==> src/asc_pkg.sv <==
// Shared constants and types for the acquisition scan and trigger control block
package asc_pkg;

  // Channel count and field widths
  localparam int NUM_CHANNELS = 16;
  localparam int CHAN_W = 4;
  localparam int DATA_W = 12;
  localparam int ADDR_W = 5;

  // Byte offsets on the host I/O port
  localparam logic [ADDR_W-1:0] OFS_RESULT_LOW = 5'h00;
  localparam logic [ADDR_W-1:0] OFS_RESULT_HIGH = 5'h01;
  localparam logic [ADDR_W-1:0] OFS_RANGE = 5'h02;
  localparam logic [ADDR_W-1:0] OFS_SCAN_START = 5'h04;
  localparam logic [ADDR_W-1:0] OFS_SCAN_STOP = 5'h05;
  localparam logic [ADDR_W-1:0] OFS_CONTROL = 5'h06;
  localparam logic [ADDR_W-1:0] OFS_STATUS = 5'h07;
  localparam logic [ADDR_W-1:0] OFS_CLEAR_IRQ = 5'h08;
  localparam logic [ADDR_W-1:0] OFS_CLEAR_FIFO = 5'h09;
  localparam logic [ADDR_W-1:0] OFS_AOUT0_LOW = 5'h0A;
  localparam logic [ADDR_W-1:0] OFS_AOUT0_HIGH = 5'h0B;

  // Trigger pin indices in the synchroniser bank
  localparam int PIN_PACER = 0;
  localparam int PIN_OUTSIDE = 1;
  localparam int PIN_GATE = 2;
  localparam int NUM_PINS = 3;

  // Reset values
  localparam logic [7:0] CONTROL_RESET = 8'h00;
  localparam logic [DATA_W-1:0] AOUT_RESET = 12'h000;
  localparam logic [7:0] READ_IDLE = 8'h00;

  // Result word: high byte then low byte, exactly as the host sees it
  typedef struct packed {
    logic [CHAN_W-1:0] channel;
    logic [3:0] dataHigh;
    logic [7:0] dataLow;
  } asc_result_t;

  // Range code byte as written at the range offset
  typedef struct packed {
    logic [1:0] spareHigh;
    logic diff;
    logic unipolar;
    logic spareMid;
    logic [2:0] gainCode;
  } asc_range_t;

  // Control byte, read back unchanged
  typedef struct packed {
    logic spare;
    logic eventCounterClockSelect;
    logic interruptCauseSelect;
    logic interruptEnable;
    logic gateEnable;
    logic outsideTriggerEnable;
    logic pacerTriggerEnable;
    logic softwareTriggerEnable;
  } asc_ctrl_t;

  // Status byte
  typedef struct packed {
    logic [3:0] spare;
    logic irqFlag;
    logic full;
    logic halfFull;
    logic empty;
  } asc_status_t;

  // Byte that carries a 4-bit value in its low nibble
  typedef struct packed {
    logic [3:0] spare;
    logic [3:0] nibble;
  } asc_nibble_t;

endpackage

==> src/asc_scan_trigger.sv <==
// Result FIFO and the scan, trigger and register logic of the acquisition card
`timescale 1ns/1ps

// Small synchronous FIFO with valid/ready on both sides
module asc_fifo #(
  parameter int WIDTH = 16,
  parameter int DEPTH = 8
) (
  // Clock and reset
  input wire logic clk,
  input wire logic rst_n,
  // Flush
  input wire logic clear,
  // Fill side
  input wire logic inValid,
  output logic inReady,
  input wire logic [WIDTH-1:0] inData,
  // Drain side
  output logic outValid,
  input wire logic outReady,
  output logic [WIDTH-1:0] outData,
  // Fill level flags
  output logic empty,
  output logic halfFull,
  output logic full
);
  localparam int AW = (DEPTH > 1) ? $clog2(DEPTH) : 1;
  localparam int CW = $clog2(DEPTH + 1);
  localparam logic [AW-1:0] LAST_PTR = AW'(DEPTH - 1);
  localparam logic [CW-1:0] FULL_COUNT = CW'(DEPTH);
  localparam logic [CW-1:0] HALF_COUNT = CW'(DEPTH / 2);

  typedef struct packed {
    logic [DEPTH-1:0][WIDTH-1:0] mem;
    logic [AW-1:0] wrPtr;
    logic [AW-1:0] rdPtr;
    logic [CW-1:0] count;
  } asc_fifo_state_t;

  asc_fifo_state_t st;
  asc_fifo_state_t next_st;
  logic doPush;
  logic doPop;

  // Flags follow the fill count directly
  assign full = (st.count == FULL_COUNT);
  assign empty = (st.count == '0);
  assign halfFull = (st.count >= HALF_COUNT);
  assign inReady = !full;
  assign outValid = !empty;
  assign outData = st.mem[st.rdPtr];
  assign doPush = inValid && !full;
  assign doPop = outReady && !empty;

  // Pointer and count update; a flush discards a push in the same cycle
  always_comb begin
    next_st = st;
    if (clear) begin
      next_st.wrPtr = '0;
      next_st.rdPtr = '0;
      next_st.count = '0;
    end else begin
      if (doPush) begin
        next_st.mem[st.wrPtr] = inData;
        next_st.wrPtr = (st.wrPtr == LAST_PTR) ? '0 : st.wrPtr + AW'(1);
      end
      if (doPop) begin
        next_st.rdPtr = (st.rdPtr == LAST_PTR) ? '0 : st.rdPtr + AW'(1);
      end
      if (doPush && !doPop) begin
        next_st.count = st.count + CW'(1);
      end else if (doPop && !doPush) begin
        next_st.count = st.count - CW'(1);
      end
    end
  end

  // State register
  always_ff @(posedge clk or negedge rst_n) begin
    if (!rst_n) begin
      st <= '0;
    end else begin
      st <= next_st;
    end
  end
endmodule

module asc_scan_trigger #(
  parameter int FIFO_DEPTH = 8
) (
  // Clock and reset
  input wire logic clk,
  input wire logic rst_n,
  // Host I/O byte port
  input wire logic [asc_pkg::ADDR_W-1:0] ioAddr,
  input wire logic [7:0] ioWrData,
  input wire logic ioWr,
  input wire logic ioRd,
  output logic [7:0] ioRdData,
  // Trigger pins
  input wire logic pacerPin,
  input wire logic outsideTriggerPin,
  input wire logic outsideTriggerGatingPin,
  // Converter and multiplexer
  output logic convStart,
  output logic [asc_pkg::CHAN_W-1:0] muxChannel,
  output asc_pkg::asc_range_t rangeSel,
  input wire logic convDone,
  input wire logic [asc_pkg::DATA_W-1:0] convData,
  // Other outputs
  output logic irqRequest,
  output logic eventCounterClockSelect,
  output logic outsideGateEnable,
  output logic [asc_pkg::DATA_W-1:0] analogOutValue
);
  localparam int CW = asc_pkg::CHAN_W;
  localparam int NCH = asc_pkg::NUM_CHANNELS;
  localparam int NP = asc_pkg::NUM_PINS;

  typedef struct packed {
    asc_pkg::asc_range_t [NCH-1:0] ram;
    asc_pkg::asc_ctrl_t ctrl;
    logic [CW-1:0] startCh;
    logic [CW-1:0] stopCh;
    logic [CW-1:0] scanPtr;
    logic busy;
    logic irqFlag;
    logic halfPrev;
    logic [NP-1:0][2:0] sync;
    logic [NP-1:0] level;
    logic [NP-1:0] levelPrev;
    logic [7:0] aoutLow;
    logic [asc_pkg::DATA_W-1:0] aoutValue;
    logic [7:0] rdData;
    logic convStart;
    logic [CW-1:0] muxChannel;
    asc_pkg::asc_range_t rangeSel;
  } asc_state_t;

  asc_state_t st;
  asc_state_t next_st;
  logic [NP-1:0] pinsIn;
  logic [NP-1:0] rise;
  logic swWrite;
  logic scanWrite;
  logic irqClear;
  logic irqEvent;
  logic trigger;
  logic fifoPush;
  logic fifoPop;
  logic fifoClear;
  logic fifoInReady;
  logic fifoOutValid;
  logic fifoEmpty;
  logic fifoHalf;
  logic fifoFull;
  asc_pkg::asc_result_t fifoIn;
  asc_pkg::asc_result_t fifoOut;
  asc_pkg::asc_status_t status;
  asc_pkg::asc_nibble_t wrNibble;

  // Next scan channel, skipping the odd half of a differential pair
  function automatic logic [CW-1:0] nextChannel(
    input logic [CW-1:0] cur,
    input logic [CW-1:0] first,
    input logic [CW-1:0] last,
    input asc_pkg::asc_range_t [NCH-1:0] ram
  );
    logic [CW-1:0] n;
    n = '0;
    if (cur == last) begin
      n = first;
    end else begin
      n = cur + CW'(1);
      if (n[0] && ram[n - CW'(1)].diff) begin
        n = (n == last) ? first : n + CW'(1);
      end
    end
    return n;
  endfunction

  assign pinsIn[asc_pkg::PIN_PACER] = pacerPin;
  assign pinsIn[asc_pkg::PIN_OUTSIDE] = outsideTriggerPin;
  assign pinsIn[asc_pkg::PIN_GATE] = outsideTriggerGatingPin;
  assign rise = st.level & ~st.levelPrev;
  // Write byte viewed as a low-nibble carrier for the channel and output fields
  assign wrNibble = ioWrData;

  // Result tagged with the channel that was converted
  assign fifoIn.channel = st.muxChannel;
  assign {fifoIn.dataHigh, fifoIn.dataLow} = convData;

  // Status byte assembled from FIFO flags and the sticky flag
  always_comb begin
    status = '0;
    status.empty = fifoEmpty;
    status.halfFull = fifoHalf;
    status.full = fifoFull;
    status.irqFlag = st.irqFlag;
  end

  // Result buffer; its full flag holds off new triggers
  asc_fifo #(
    .WIDTH($bits(asc_pkg::asc_result_t)),
    .DEPTH(FIFO_DEPTH)
  ) u_result_fifo (
    .clk(clk),
    .rst_n(rst_n),
    .clear(fifoClear),
    .inValid(fifoPush),
    .inReady(fifoInReady),
    .inData(fifoIn),
    .outValid(fifoOutValid),
    .outReady(fifoPop),
    .outData(fifoOut),
    .empty(fifoEmpty),
    .halfFull(fifoHalf),
    .full(fifoFull)
  );

  // Main next-state logic
  always_comb begin
    next_st = st;
    swWrite = 1'b0;
    scanWrite = 1'b0;
    irqClear = 1'b0;
    fifoClear = 1'b0;
    fifoPush = 1'b0;
    fifoPop = 1'b0;
    next_st.convStart = 1'b0;

    // Pin synchronisers: a level counts once stages two and three agree
    for (int i = 0; i < NP; i++) begin
      next_st.sync[i] = {st.sync[i][1:0], pinsIn[i]};
      if (st.sync[i][1] == st.sync[i][2]) begin
        next_st.level[i] = st.sync[i][2];
      end
    end
    next_st.levelPrev = st.level;

    // Register writes
    if (ioWr) begin
      if (ioAddr == asc_pkg::OFS_RESULT_LOW) begin
        swWrite = 1'b1;
      end else if (ioAddr == asc_pkg::OFS_RANGE) begin
        // Start channel acts as the write pointer; spare bits kept at zero
        next_st.ram[st.startCh] = ioWrData;
        next_st.ram[st.startCh].spareHigh = '0;
        next_st.ram[st.startCh].spareMid = 1'b0;
      end else if (ioAddr == asc_pkg::OFS_SCAN_START) begin
        next_st.startCh = wrNibble.nibble;
        next_st.scanPtr = wrNibble.nibble;
        scanWrite = 1'b1;
      end else if (ioAddr == asc_pkg::OFS_SCAN_STOP) begin
        next_st.stopCh = wrNibble.nibble;
        next_st.scanPtr = st.startCh;
        scanWrite = 1'b1;
      end else if (ioAddr == asc_pkg::OFS_CONTROL) begin
        next_st.ctrl = ioWrData;
      end else if (ioAddr == asc_pkg::OFS_CLEAR_IRQ) begin
        irqClear = 1'b1;
      end else if (ioAddr == asc_pkg::OFS_CLEAR_FIFO) begin
        fifoClear = 1'b1;
      end else if (ioAddr == asc_pkg::OFS_AOUT0_LOW) begin
        next_st.aoutLow = ioWrData;
      end else if (ioAddr == asc_pkg::OFS_AOUT0_HIGH) begin
        // Low byte joins the high nibble only now, so the output never glitches
        next_st.aoutValue = {wrNibble.nibble, st.aoutLow};
      end
    end

    // Trigger selection; a busy converter or a full buffer drops the trigger
    trigger = !st.busy && fifoInReady &&
      ((st.ctrl.softwareTriggerEnable && swWrite) ||
       (st.ctrl.pacerTriggerEnable && rise[asc_pkg::PIN_PACER]) ||
       (st.ctrl.outsideTriggerEnable && rise[asc_pkg::PIN_OUTSIDE] &&
        (!st.ctrl.gateEnable || st.level[asc_pkg::PIN_GATE])));

    // Start a conversion on the current scan channel
    if (trigger) begin
      next_st.convStart = 1'b1;
      next_st.busy = 1'b1;
      next_st.muxChannel = st.scanPtr;
      next_st.rangeSel = st.ram[st.scanPtr];
      if (!scanWrite) begin
        next_st.scanPtr = nextChannel(st.scanPtr, st.startCh, st.stopCh, st.ram);
      end
    end

    // Completed conversion enters the buffer
    if (st.busy && convDone) begin
      fifoPush = 1'b1;
      next_st.busy = 1'b0;
    end

    // Register reads; data stands until the next read
    if (ioRd) begin
      if (ioAddr == asc_pkg::OFS_RESULT_LOW) begin
        next_st.rdData = fifoOutValid ? fifoOut.dataLow : asc_pkg::READ_IDLE;
      end else if (ioAddr == asc_pkg::OFS_RESULT_HIGH) begin
        next_st.rdData = fifoOutValid ? {fifoOut.channel, fifoOut.dataHigh} :
          asc_pkg::READ_IDLE;
        fifoPop = fifoOutValid && !fifoClear;
      end else if (ioAddr == asc_pkg::OFS_CONTROL) begin
        next_st.rdData = st.ctrl;
      end else if (ioAddr == asc_pkg::OFS_STATUS) begin
        next_st.rdData = status;
      end else begin
        next_st.rdData = asc_pkg::READ_IDLE;
      end
    end

    // Interrupt cause: every conversion or the rise to half full
    next_st.halfPrev = fifoHalf;
    irqEvent = st.ctrl.interruptCauseSelect ? (fifoHalf && !st.halfPrev) : fifoPush;
    if (irqClear) begin
      next_st.irqFlag = 1'b0;
    end
    // Set beats clear so a coincident event is not lost
    if (irqEvent && st.ctrl.interruptEnable) begin
      next_st.irqFlag = 1'b1;
    end
  end

  // State register
  always_ff @(posedge clk or negedge rst_n) begin
    if (!rst_n) begin
      st <= '0;
      st.ctrl <= asc_pkg::CONTROL_RESET;
      st.aoutValue <= asc_pkg::AOUT_RESET;
      st.rdData <= asc_pkg::READ_IDLE;
    end else begin
      st <= next_st;
    end
  end

  // Outputs straight from the state register
  assign ioRdData = st.rdData;
  assign convStart = st.convStart;
  assign muxChannel = st.muxChannel;
  assign rangeSel = st.rangeSel;
  assign irqRequest = st.irqFlag;
  assign eventCounterClockSelect = st.ctrl.eventCounterClockSelect;
  assign outsideGateEnable = st.ctrl.gateEnable;
  assign analogOutValue = st.aoutValue;
endmodule

==> config.mk <==
export PLATFORM = sky130hd
export DESIGN_NAME = asc_scan_trigger
export DESIGN_NICKNAME = d
export VERILOG_FILES = /design/src/asc_pkg.sv /design/src/asc_scan_trigger.sv
export SDC_FILE = /design/constraint.sdc
export NUM_CORES = 1
export LEC_CHECK = 0
export ABC_AREA = 0
export BUFFER_PORTS_ARGS = -buffer_cell sky130_fd_sc_hd__buf_2
export CORE_AREA = 2 2 257 259
export CTS_CLUSTER_DIAMETER = 50
export DETAILED_ROUTE_END_ITERATION = 12
export DIE_AREA = 0 0 259 261
export GPL_TIMING_DRIVEN = 0
export PLACE_DENSITY = 0.39
export SLEW_MARGIN = 20
export SYNTH_ARGS = -nofsm -noshare
export SYNTH_HDL_FRONTEND = slang
export SYNTH_HIERARCHICAL = 1
export SYNTH_SLANG_ARGS = --single-unit
==> constraint.sdc <==
create_clock -name clk -period 8.9 [get_ports clk]
set_clock_uncertainty 0.15 [all_clocks]
set_input_delay 0.89 -clock clk [delete_from_list [all_inputs] [get_ports clk]]
set_output_delay 0.89 -clock clk [all_outputs]
set_load 0.01 [all_outputs]
Word-level counts from Yosys, hierarchy flattened

Cells that the tools add are included.
Widths: inputs -> output; s select.

Bits of input ports: 33
Logic and storage cells: 280
Register bits after elaboration: 344
Output and inout port bits: 36

Reduce and logical (&&, ||, !) cells: 42
Mux-type cells: 72
Add/subtract/negate cells: 7
Equal/unequal tests: 18
Magnitude comparators: 8
Bitwise operators: 11

Operators with widths:

| kind                | count |
|---|---|
| $bwmux 128          | 4 |
| $demux 8 s4         | 3 |
| $bmux 8 s4          | 2 |
| $mux 8              | 8 |
| $mux 4              | 13 |
| $bmux 16 s3         | 1 |
| $demux 16 s3        | 1 |
| $mux 16             | 2 |
| $mux 1              | 30 |
| $eq 5x3->1 const B  | 4 |
| $eq 5x4->1 const B  | 4 |
| $logic_and 1x1->1   | 17 |
| $lt 4x5->1 const B  | 3 |
| $mux 13             | 1 |
| $add 4x1->4 const B | 3 |
| $mux 3              | 4 |
| $mux 10             | 1 |
| $reduce_and 10->1   | 1 |
| $not 1->1           | 9 |
| $reduce_and 9->1    | 1 |
| $eq 4x4->1          | 2 |
| $logic_not 1->1     | 8 |
| $lt 3x4->1 const B  | 2 |
| $reduce_bool 2->1   | 4 |
| other kinds (23)    | 30 |

Depth between registers and ports, before layout

Depth in word-level cells: 19
Depth in mapped cells: 14
Depth with buffers taken out: 12

By module

The synthesis kept the hierarchy.

By module, submodules not included:

| module           | area each (µm²) | cells an instance | instances |
|---|---|---|---|
| asc_scan_trigger | 9519.1          | 715               | 1 |
| asc_fifo         | 6496.2          | 410               | 1 |

Least setup slack after synthesis

OpenSTA, ideal clock, no wires.

Path kind: input-to-reg
From: input ioAddr[4] in the netlist's numbering
To: register u_result_fifo/st[3] in the netlist's numbering
Stages: 11
Data required time: 8625 ps
Arrival time: 3609 ps
Path slack: 5017 ps
Buffers on the path: 0
Library setup time: 125 ps
Cell sequence: or4b_2 -> nor3b_2 -> and2_1 -> nand2_1 -> ha_1 -> inv_1 -> ha_1 -> a21oi_1 -> a211oi_1 -> a31oi_1 -> mux2_2

Cells in the longest elaborated chain, start to end: 19

Ends and longest elaborated chain:

| element                | RTL line                | source |
|---|---|---|
| start: declaration     | asc_scan_trigger.sv:95  | `input wire logic [asc_pkg::ADDR_W-1:0] ioAddr,` |
| $eq 5x4->1             | asc_scan_trigger.sv:262 | `end else if (ioAddr == asc_pkg::OFS_CLEAR_FIFO) begin` |
| $mux 1                 | asc_scan_trigger.sv:262 |  |
| $mux 1                 | asc_scan_trigger.sv:260 | `end else if (ioAddr == asc_pkg::OFS_CLEAR_IRQ) begin` |
| $mux 1                 | asc_scan_trigger.sv:258 | `end else if (ioAddr == asc_pkg::OFS_CONTROL) begin` |
| $mux 1                 | asc_scan_trigger.sv:254 | `end else if (ioAddr == asc_pkg::OFS_SCAN_STOP) begin` |
| $mux 1                 | asc_scan_trigger.sv:250 | `end else if (ioAddr == asc_pkg::OFS_SCAN_START) begin` |
| $mux 1                 | asc_scan_trigger.sv:245 | `end else if (ioAddr == asc_pkg::OFS_RANGE) begin` |
| $mux 1                 | asc_scan_trigger.sv:243 | `if (ioAddr == asc_pkg::OFS_RESULT_LOW) begin` |
| (+4 left out)          | n/a                     |  |
| $mux 1 (*)             | asc_scan_trigger.sv:298 | `if (ioAddr == asc_pkg::OFS_RESULT_LOW) begin` |
| $mux 1 (*)             | asc_scan_trigger.sv:297 | `if (ioRd) begin` |
| net fifoPop            | asc_scan_trigger.sv:150 | `logic fifoPop;` |
| $logic_and 1x1->1 (*)  | asc_scan_trigger.sv:53  | `assign doPop = outReady && !empty;` |
| $logic_not 1->1        | asc_scan_trigger.sv:70  | `if (doPush && !doPop) begin` |
| $logic_and 1x1->1      | asc_scan_trigger.sv:70  |  |
| $mux 4                 | asc_scan_trigger.sv:70  |  |
| $mux 10                | asc_scan_trigger.sv:58  | `if (clear) begin` |
| end signal: assignment | asc_scan_trigger.sv:83  | `st <= next_st;` |
| end: declaration       | asc_scan_trigger.sv:40  | `asc_fifo_state_t st;` |

The timed path passes the listed nets; every way through them passes the cells marked *.
A chain may end at the register's enable or synchronous reset.

Worst setup path in the final report

From: register u_result_fifo/st[0] in the netlist's numbering
To: register u_result_fifo/st[3] in the netlist's numbering

Cells in the longest elaborated chain, start to end: 11

Ends and longest elaborated chain:

| element               | RTL line                | source |
|---|---|---|
| $logic_not 4->1 (*)   | asc_scan_trigger.sv:47  | `assign empty = (st.count == '0);` |
| $logic_not 1->1 (*)   | asc_scan_trigger.sv:50  | `assign outValid = !empty;` |
| net fifoOutValid      | asc_scan_trigger.sv:153 | `logic fifoOutValid;` |
| $logic_and 1x1->1 (*) | asc_scan_trigger.sv:303 | `fifoPop = fifoOutValid && !fifoClear;` |
| $mux 1 (*)            | asc_scan_trigger.sv:300 | `end else if (ioAddr == asc_pkg::OFS_RESULT_HIGH) begin` |
| $mux 1 (*)            | asc_scan_trigger.sv:298 |  |
| $mux 1 (*)            | asc_scan_trigger.sv:297 |  |
| net fifoPop           | asc_scan_trigger.sv:150 |  |
| $logic_and 1x1->1 (*) | asc_scan_trigger.sv:53  |  |
| $logic_not 1->1       | asc_scan_trigger.sv:70  |  |
| $logic_and 1x1->1     | asc_scan_trigger.sv:70  |  |
| $mux 4                | asc_scan_trigger.sv:70  |  |
| $mux 10               | asc_scan_trigger.sv:58  |  |

The timed path passes the listed nets; every way through them passes the cells marked *. The select of a mux whose other input is x is not followed.

==> out/metrics.yaml <==
critPathKind: "register to register"
yosys-top-cells-area: "dfrtp_1 54%, mux2_2 17%, mux4_2 9.0%, buf_4 2.1%, mux2_4 1.9%"
clockBufferDepth: 3
fin_crit_sh_pct: 47.9
dieArea_sq_um: 67600
vias: 9560
reg2reg_to: "u_result_fifo/st[3]"
cts_root_buf: "clkbuf_16"
worstPathCellList: "or4_1 -> clkbuf_1 -> or4b_2 -> nor3b_2 -> and2_1 -> nand2_1 -> ha_1 -> inv_1 -> ha_1 -> a21oi_1 -> a211oi_1 -> a31oi_1 -> mux2_2"
placedCellCount: 2059
clk_latency_ns: 0.58
dp_hpwl_um: 29900
worst_path_largest_cell_delay_ns: 0.66
setup_slack_ns: 4.63
vdd_drop_max_v: 0.000139
start_kind: "register"
setup_viol: 0
via_per_inst: 4.46
synth_top_family_by_area: "multiplexers"
finalHoldViolCount: 0
synth_nets: 1168
syn_avg_cell_area_sq_um: 14.2
critPathMaxFanout: 9
core_sq_um: 65000
grt_usage_pct: 13.4
cts_tree: "yes"
first_pass_iters: 5
synth_xor_area_share_pct: 0.648
cts_buffers: 48
leakagePower_nw: 8.90
die_height_um: 261
synth-edff-count: 0
io_pins: 69
utilization_pct: 29.5
cp-end-kind: "register"
synth_area_leader_cell: "dfrtp_1"
fmax_mhz: 234
initial_utilization_pct: 24.6
synth_fa_ha_area_share_pct: 1.02
final_nets: 1288
max_cap_violations: 0
route.met3.wl_um: 1490
slew_viol_final: 0
reg2reg_depth: 13
cp_slowest_cell: "or4b_2"
cts_max_level: 2
yosys.area_share.simple_pct: 7.31
rrSetupSlack_ns: 4.63
postCtsSetupBuffers: 0
total_power_mw: 5.44
tightest_slew_ns: 1.08
rsz0062_at_grt: "no"
synth_compound_area_share_pct: 3.45
reg2reg_from: "u_result_fifo/st[0]"
grt_max_degree: 94
ant_nets: 0
fin_cells: 2145
synthArstFlopShare_pct: 100
slew_headroom_pct: 27.4
syn2layout_area_growth_pct: 19.7
cellPowerDensity_nw_per_um2: 284
ys_ff_latch: 344
fin_setup_tns_ns: 0
antennaDiodeCount: 0
layout_min_cycle_time_ns: 4.27
ys_types: 68
yosysSeqAreaShare_pct: 53.8
grt.overflow.total: 0
grt_antenna_before_repair: 0
required_ns: 9.21
drt_drc_violations_left: 0
gp_congestion: 0.744
drt_iter0_drc: 450
wl_met1_um: 19400
highest_layer: "met4"
avgRoutedWirePerCell_um: 20.5
wirelength_um: 43900
clkSinkCount: 344
status: "finished, final reports clean"
port_buffers: 66
grt_pass1_wl_um: 68000
ctsResizeCount: 0
ys.flop_type: "dfrtp_1"
wl_met2_um: 21900
yosys.area.top_type_share_pct: 53.8
post-place-ws_ns: 4.37
yosys_warnings: 6
muxShareOfSynthArea_pct: 29.5
clkSlewWorstSetupHoldPaths_ns: 0.05
layout-drive-gt1-share_pct: 42.9
ctsHoldBuffers: 0
grt_pass1_vias: 10452
hp-class: "primary input to async pin"
die_w_um: 259
cpMostUsedCell: "ha_1"
syn-cell-area_sq_um: 16000
std_cell_rows: 94
syn_inst: 1125
worstPathArrival_ns: 4.58
## cells in the mapped netlist, drive strengths merged (11+ instances only)
cell      n
a22oi    12
nand2    43
nor2     37
a21oi    19
nor2b    39
mux2    271
mux4     64
buf      67
o21ai    12
and2     22
inv      13
clkbuf   35
mux2i    16
a31oi    11
dfrtp   344
nand3    12
## worst max-delay path by stage
stage                     depth (start not counted)           startpoint             endpoint  slack, ns
final                                            13  u_result_fifo/st[0]  u_result_fifo/st[3]       4.63
after global routing                             13  u_result_fifo/st[1]  u_result_fifo/st[3]       4.35
after CTS                                        13  u_result_fifo/st[0]  u_result_fifo/st[3]       4.63
after detailed placement                         12            ioAddr[4]  u_result_fifo/st[3]       4.37
after global placement                            1                rst_n          rangeSel[4]      -0.52
after floorplan                                  11            ioAddr[4]  u_result_fifo/st[3]       5.02
## cell families after synthesis
family | Yosys count
adders and majority gates | 13
muxes | 351
and+or+nand+nor | 207
AOI/OAI and AO/OA | 83
DFF | 344
buffers and inverters | 116
xor gates and xnor gates | 11
## stage by stage
| stage | hold slack, ns | area [sq um] |
|---|---|---|
| 4_1_cts | 0.00742 | 19200 |
| 5_1_grt | 0.0264 | 19200 |
| 6_report | 0.0380 | 19200 |
| 3_3_place_gp | 0.183 | 17400 |
| 3_5_place_dp | 0.185 | 17500 |
| 2_1_floorplan | 0.181 | 16000 |
## worst max-delay path, delay by kind of cell, from the launching register on
family	cells	cell delay, ns
AO/OA/AOI/OAI	3	0.50
adder cells (fa/ha/maj)	2	0.56
buffers and inverters	2	0.34
flip-flops	1	0.43
multiplexers	1	0.36
AND/OR/NAND/NOR	5	1.82
## cell usage in the layout (no fill, tap or decap), types with 5 or more instances in the layout
cell type	count
a31oi_1	11
a22oi_1	12
clkbuf_1	45
and2_1	22
nor2b_1	39
nand2_1	42
nand3_1	11
o21ai_0	12
mux4_2	64
buf_2	73
nand3b_1	5
clkinv_2	10
clkbuf_8	5
ha_1	9
or3_1	6
nand2b_1	9
dfrtp_1	344
mux2_1	10
xnor2_1	8
mux2i_1	16
buf_6	9
buf_4	44
mux2_2	241
a21oi_1	19
mux2_4	20
buf_1	5
inv_1	13
nor2_1	37
clkbuf_16	49
a211oi_1	7
bufinv_16	6
## per-layer routing
layer / vias to the layer above / track usage, %
met3: 60 / 2.21
li1: 4332 / -
met4: 0 / 4.29
met2: 143 / 23.1
met5: - / 0
met1: 5025 / 17.3
## sequential cells by signal, indices dropped and copies added, names as in the netlist
signal                   cells
st                         161
u_result_fifo/st           138
analogOutValue              12
next_st                      9
ioRdData                     8
rangeSel                     8
muxChannel                   4
convStart                    1
eventCounterClockSelect      1
irqRequest                   1
outsideGateEnable            1
## power breakdown
| group | internal (mW) | total, mW | switching [mW] |
|---|---|---|---|
| Combinational | 0.717 | 1.48 | 0.764 |
| Sequential | 1.83 | 2.01 | 0.177 |
| Clock | 1.23 | 1.96 | 0.730 |
| Total | 3.77 | 5.44 | 1.67 |
## layout make-up
| class | count | area [sq um] |
|---|---|---|
| flip-flops and latches | 344 | 8610 |
| plain buffers | 102 | 637 |
| repair buffers | 70 | 450 |
| clock inverters | 22 | 285 |
| inverters | 14 | 52.6 |
| fillers | 6600 | 45900 |
| well taps | 864 | 1080 |
| multi-input cells | 665 | 6720 |
| clock buffers | 64 | 1330 |
(Power assumes the default switching activity.)
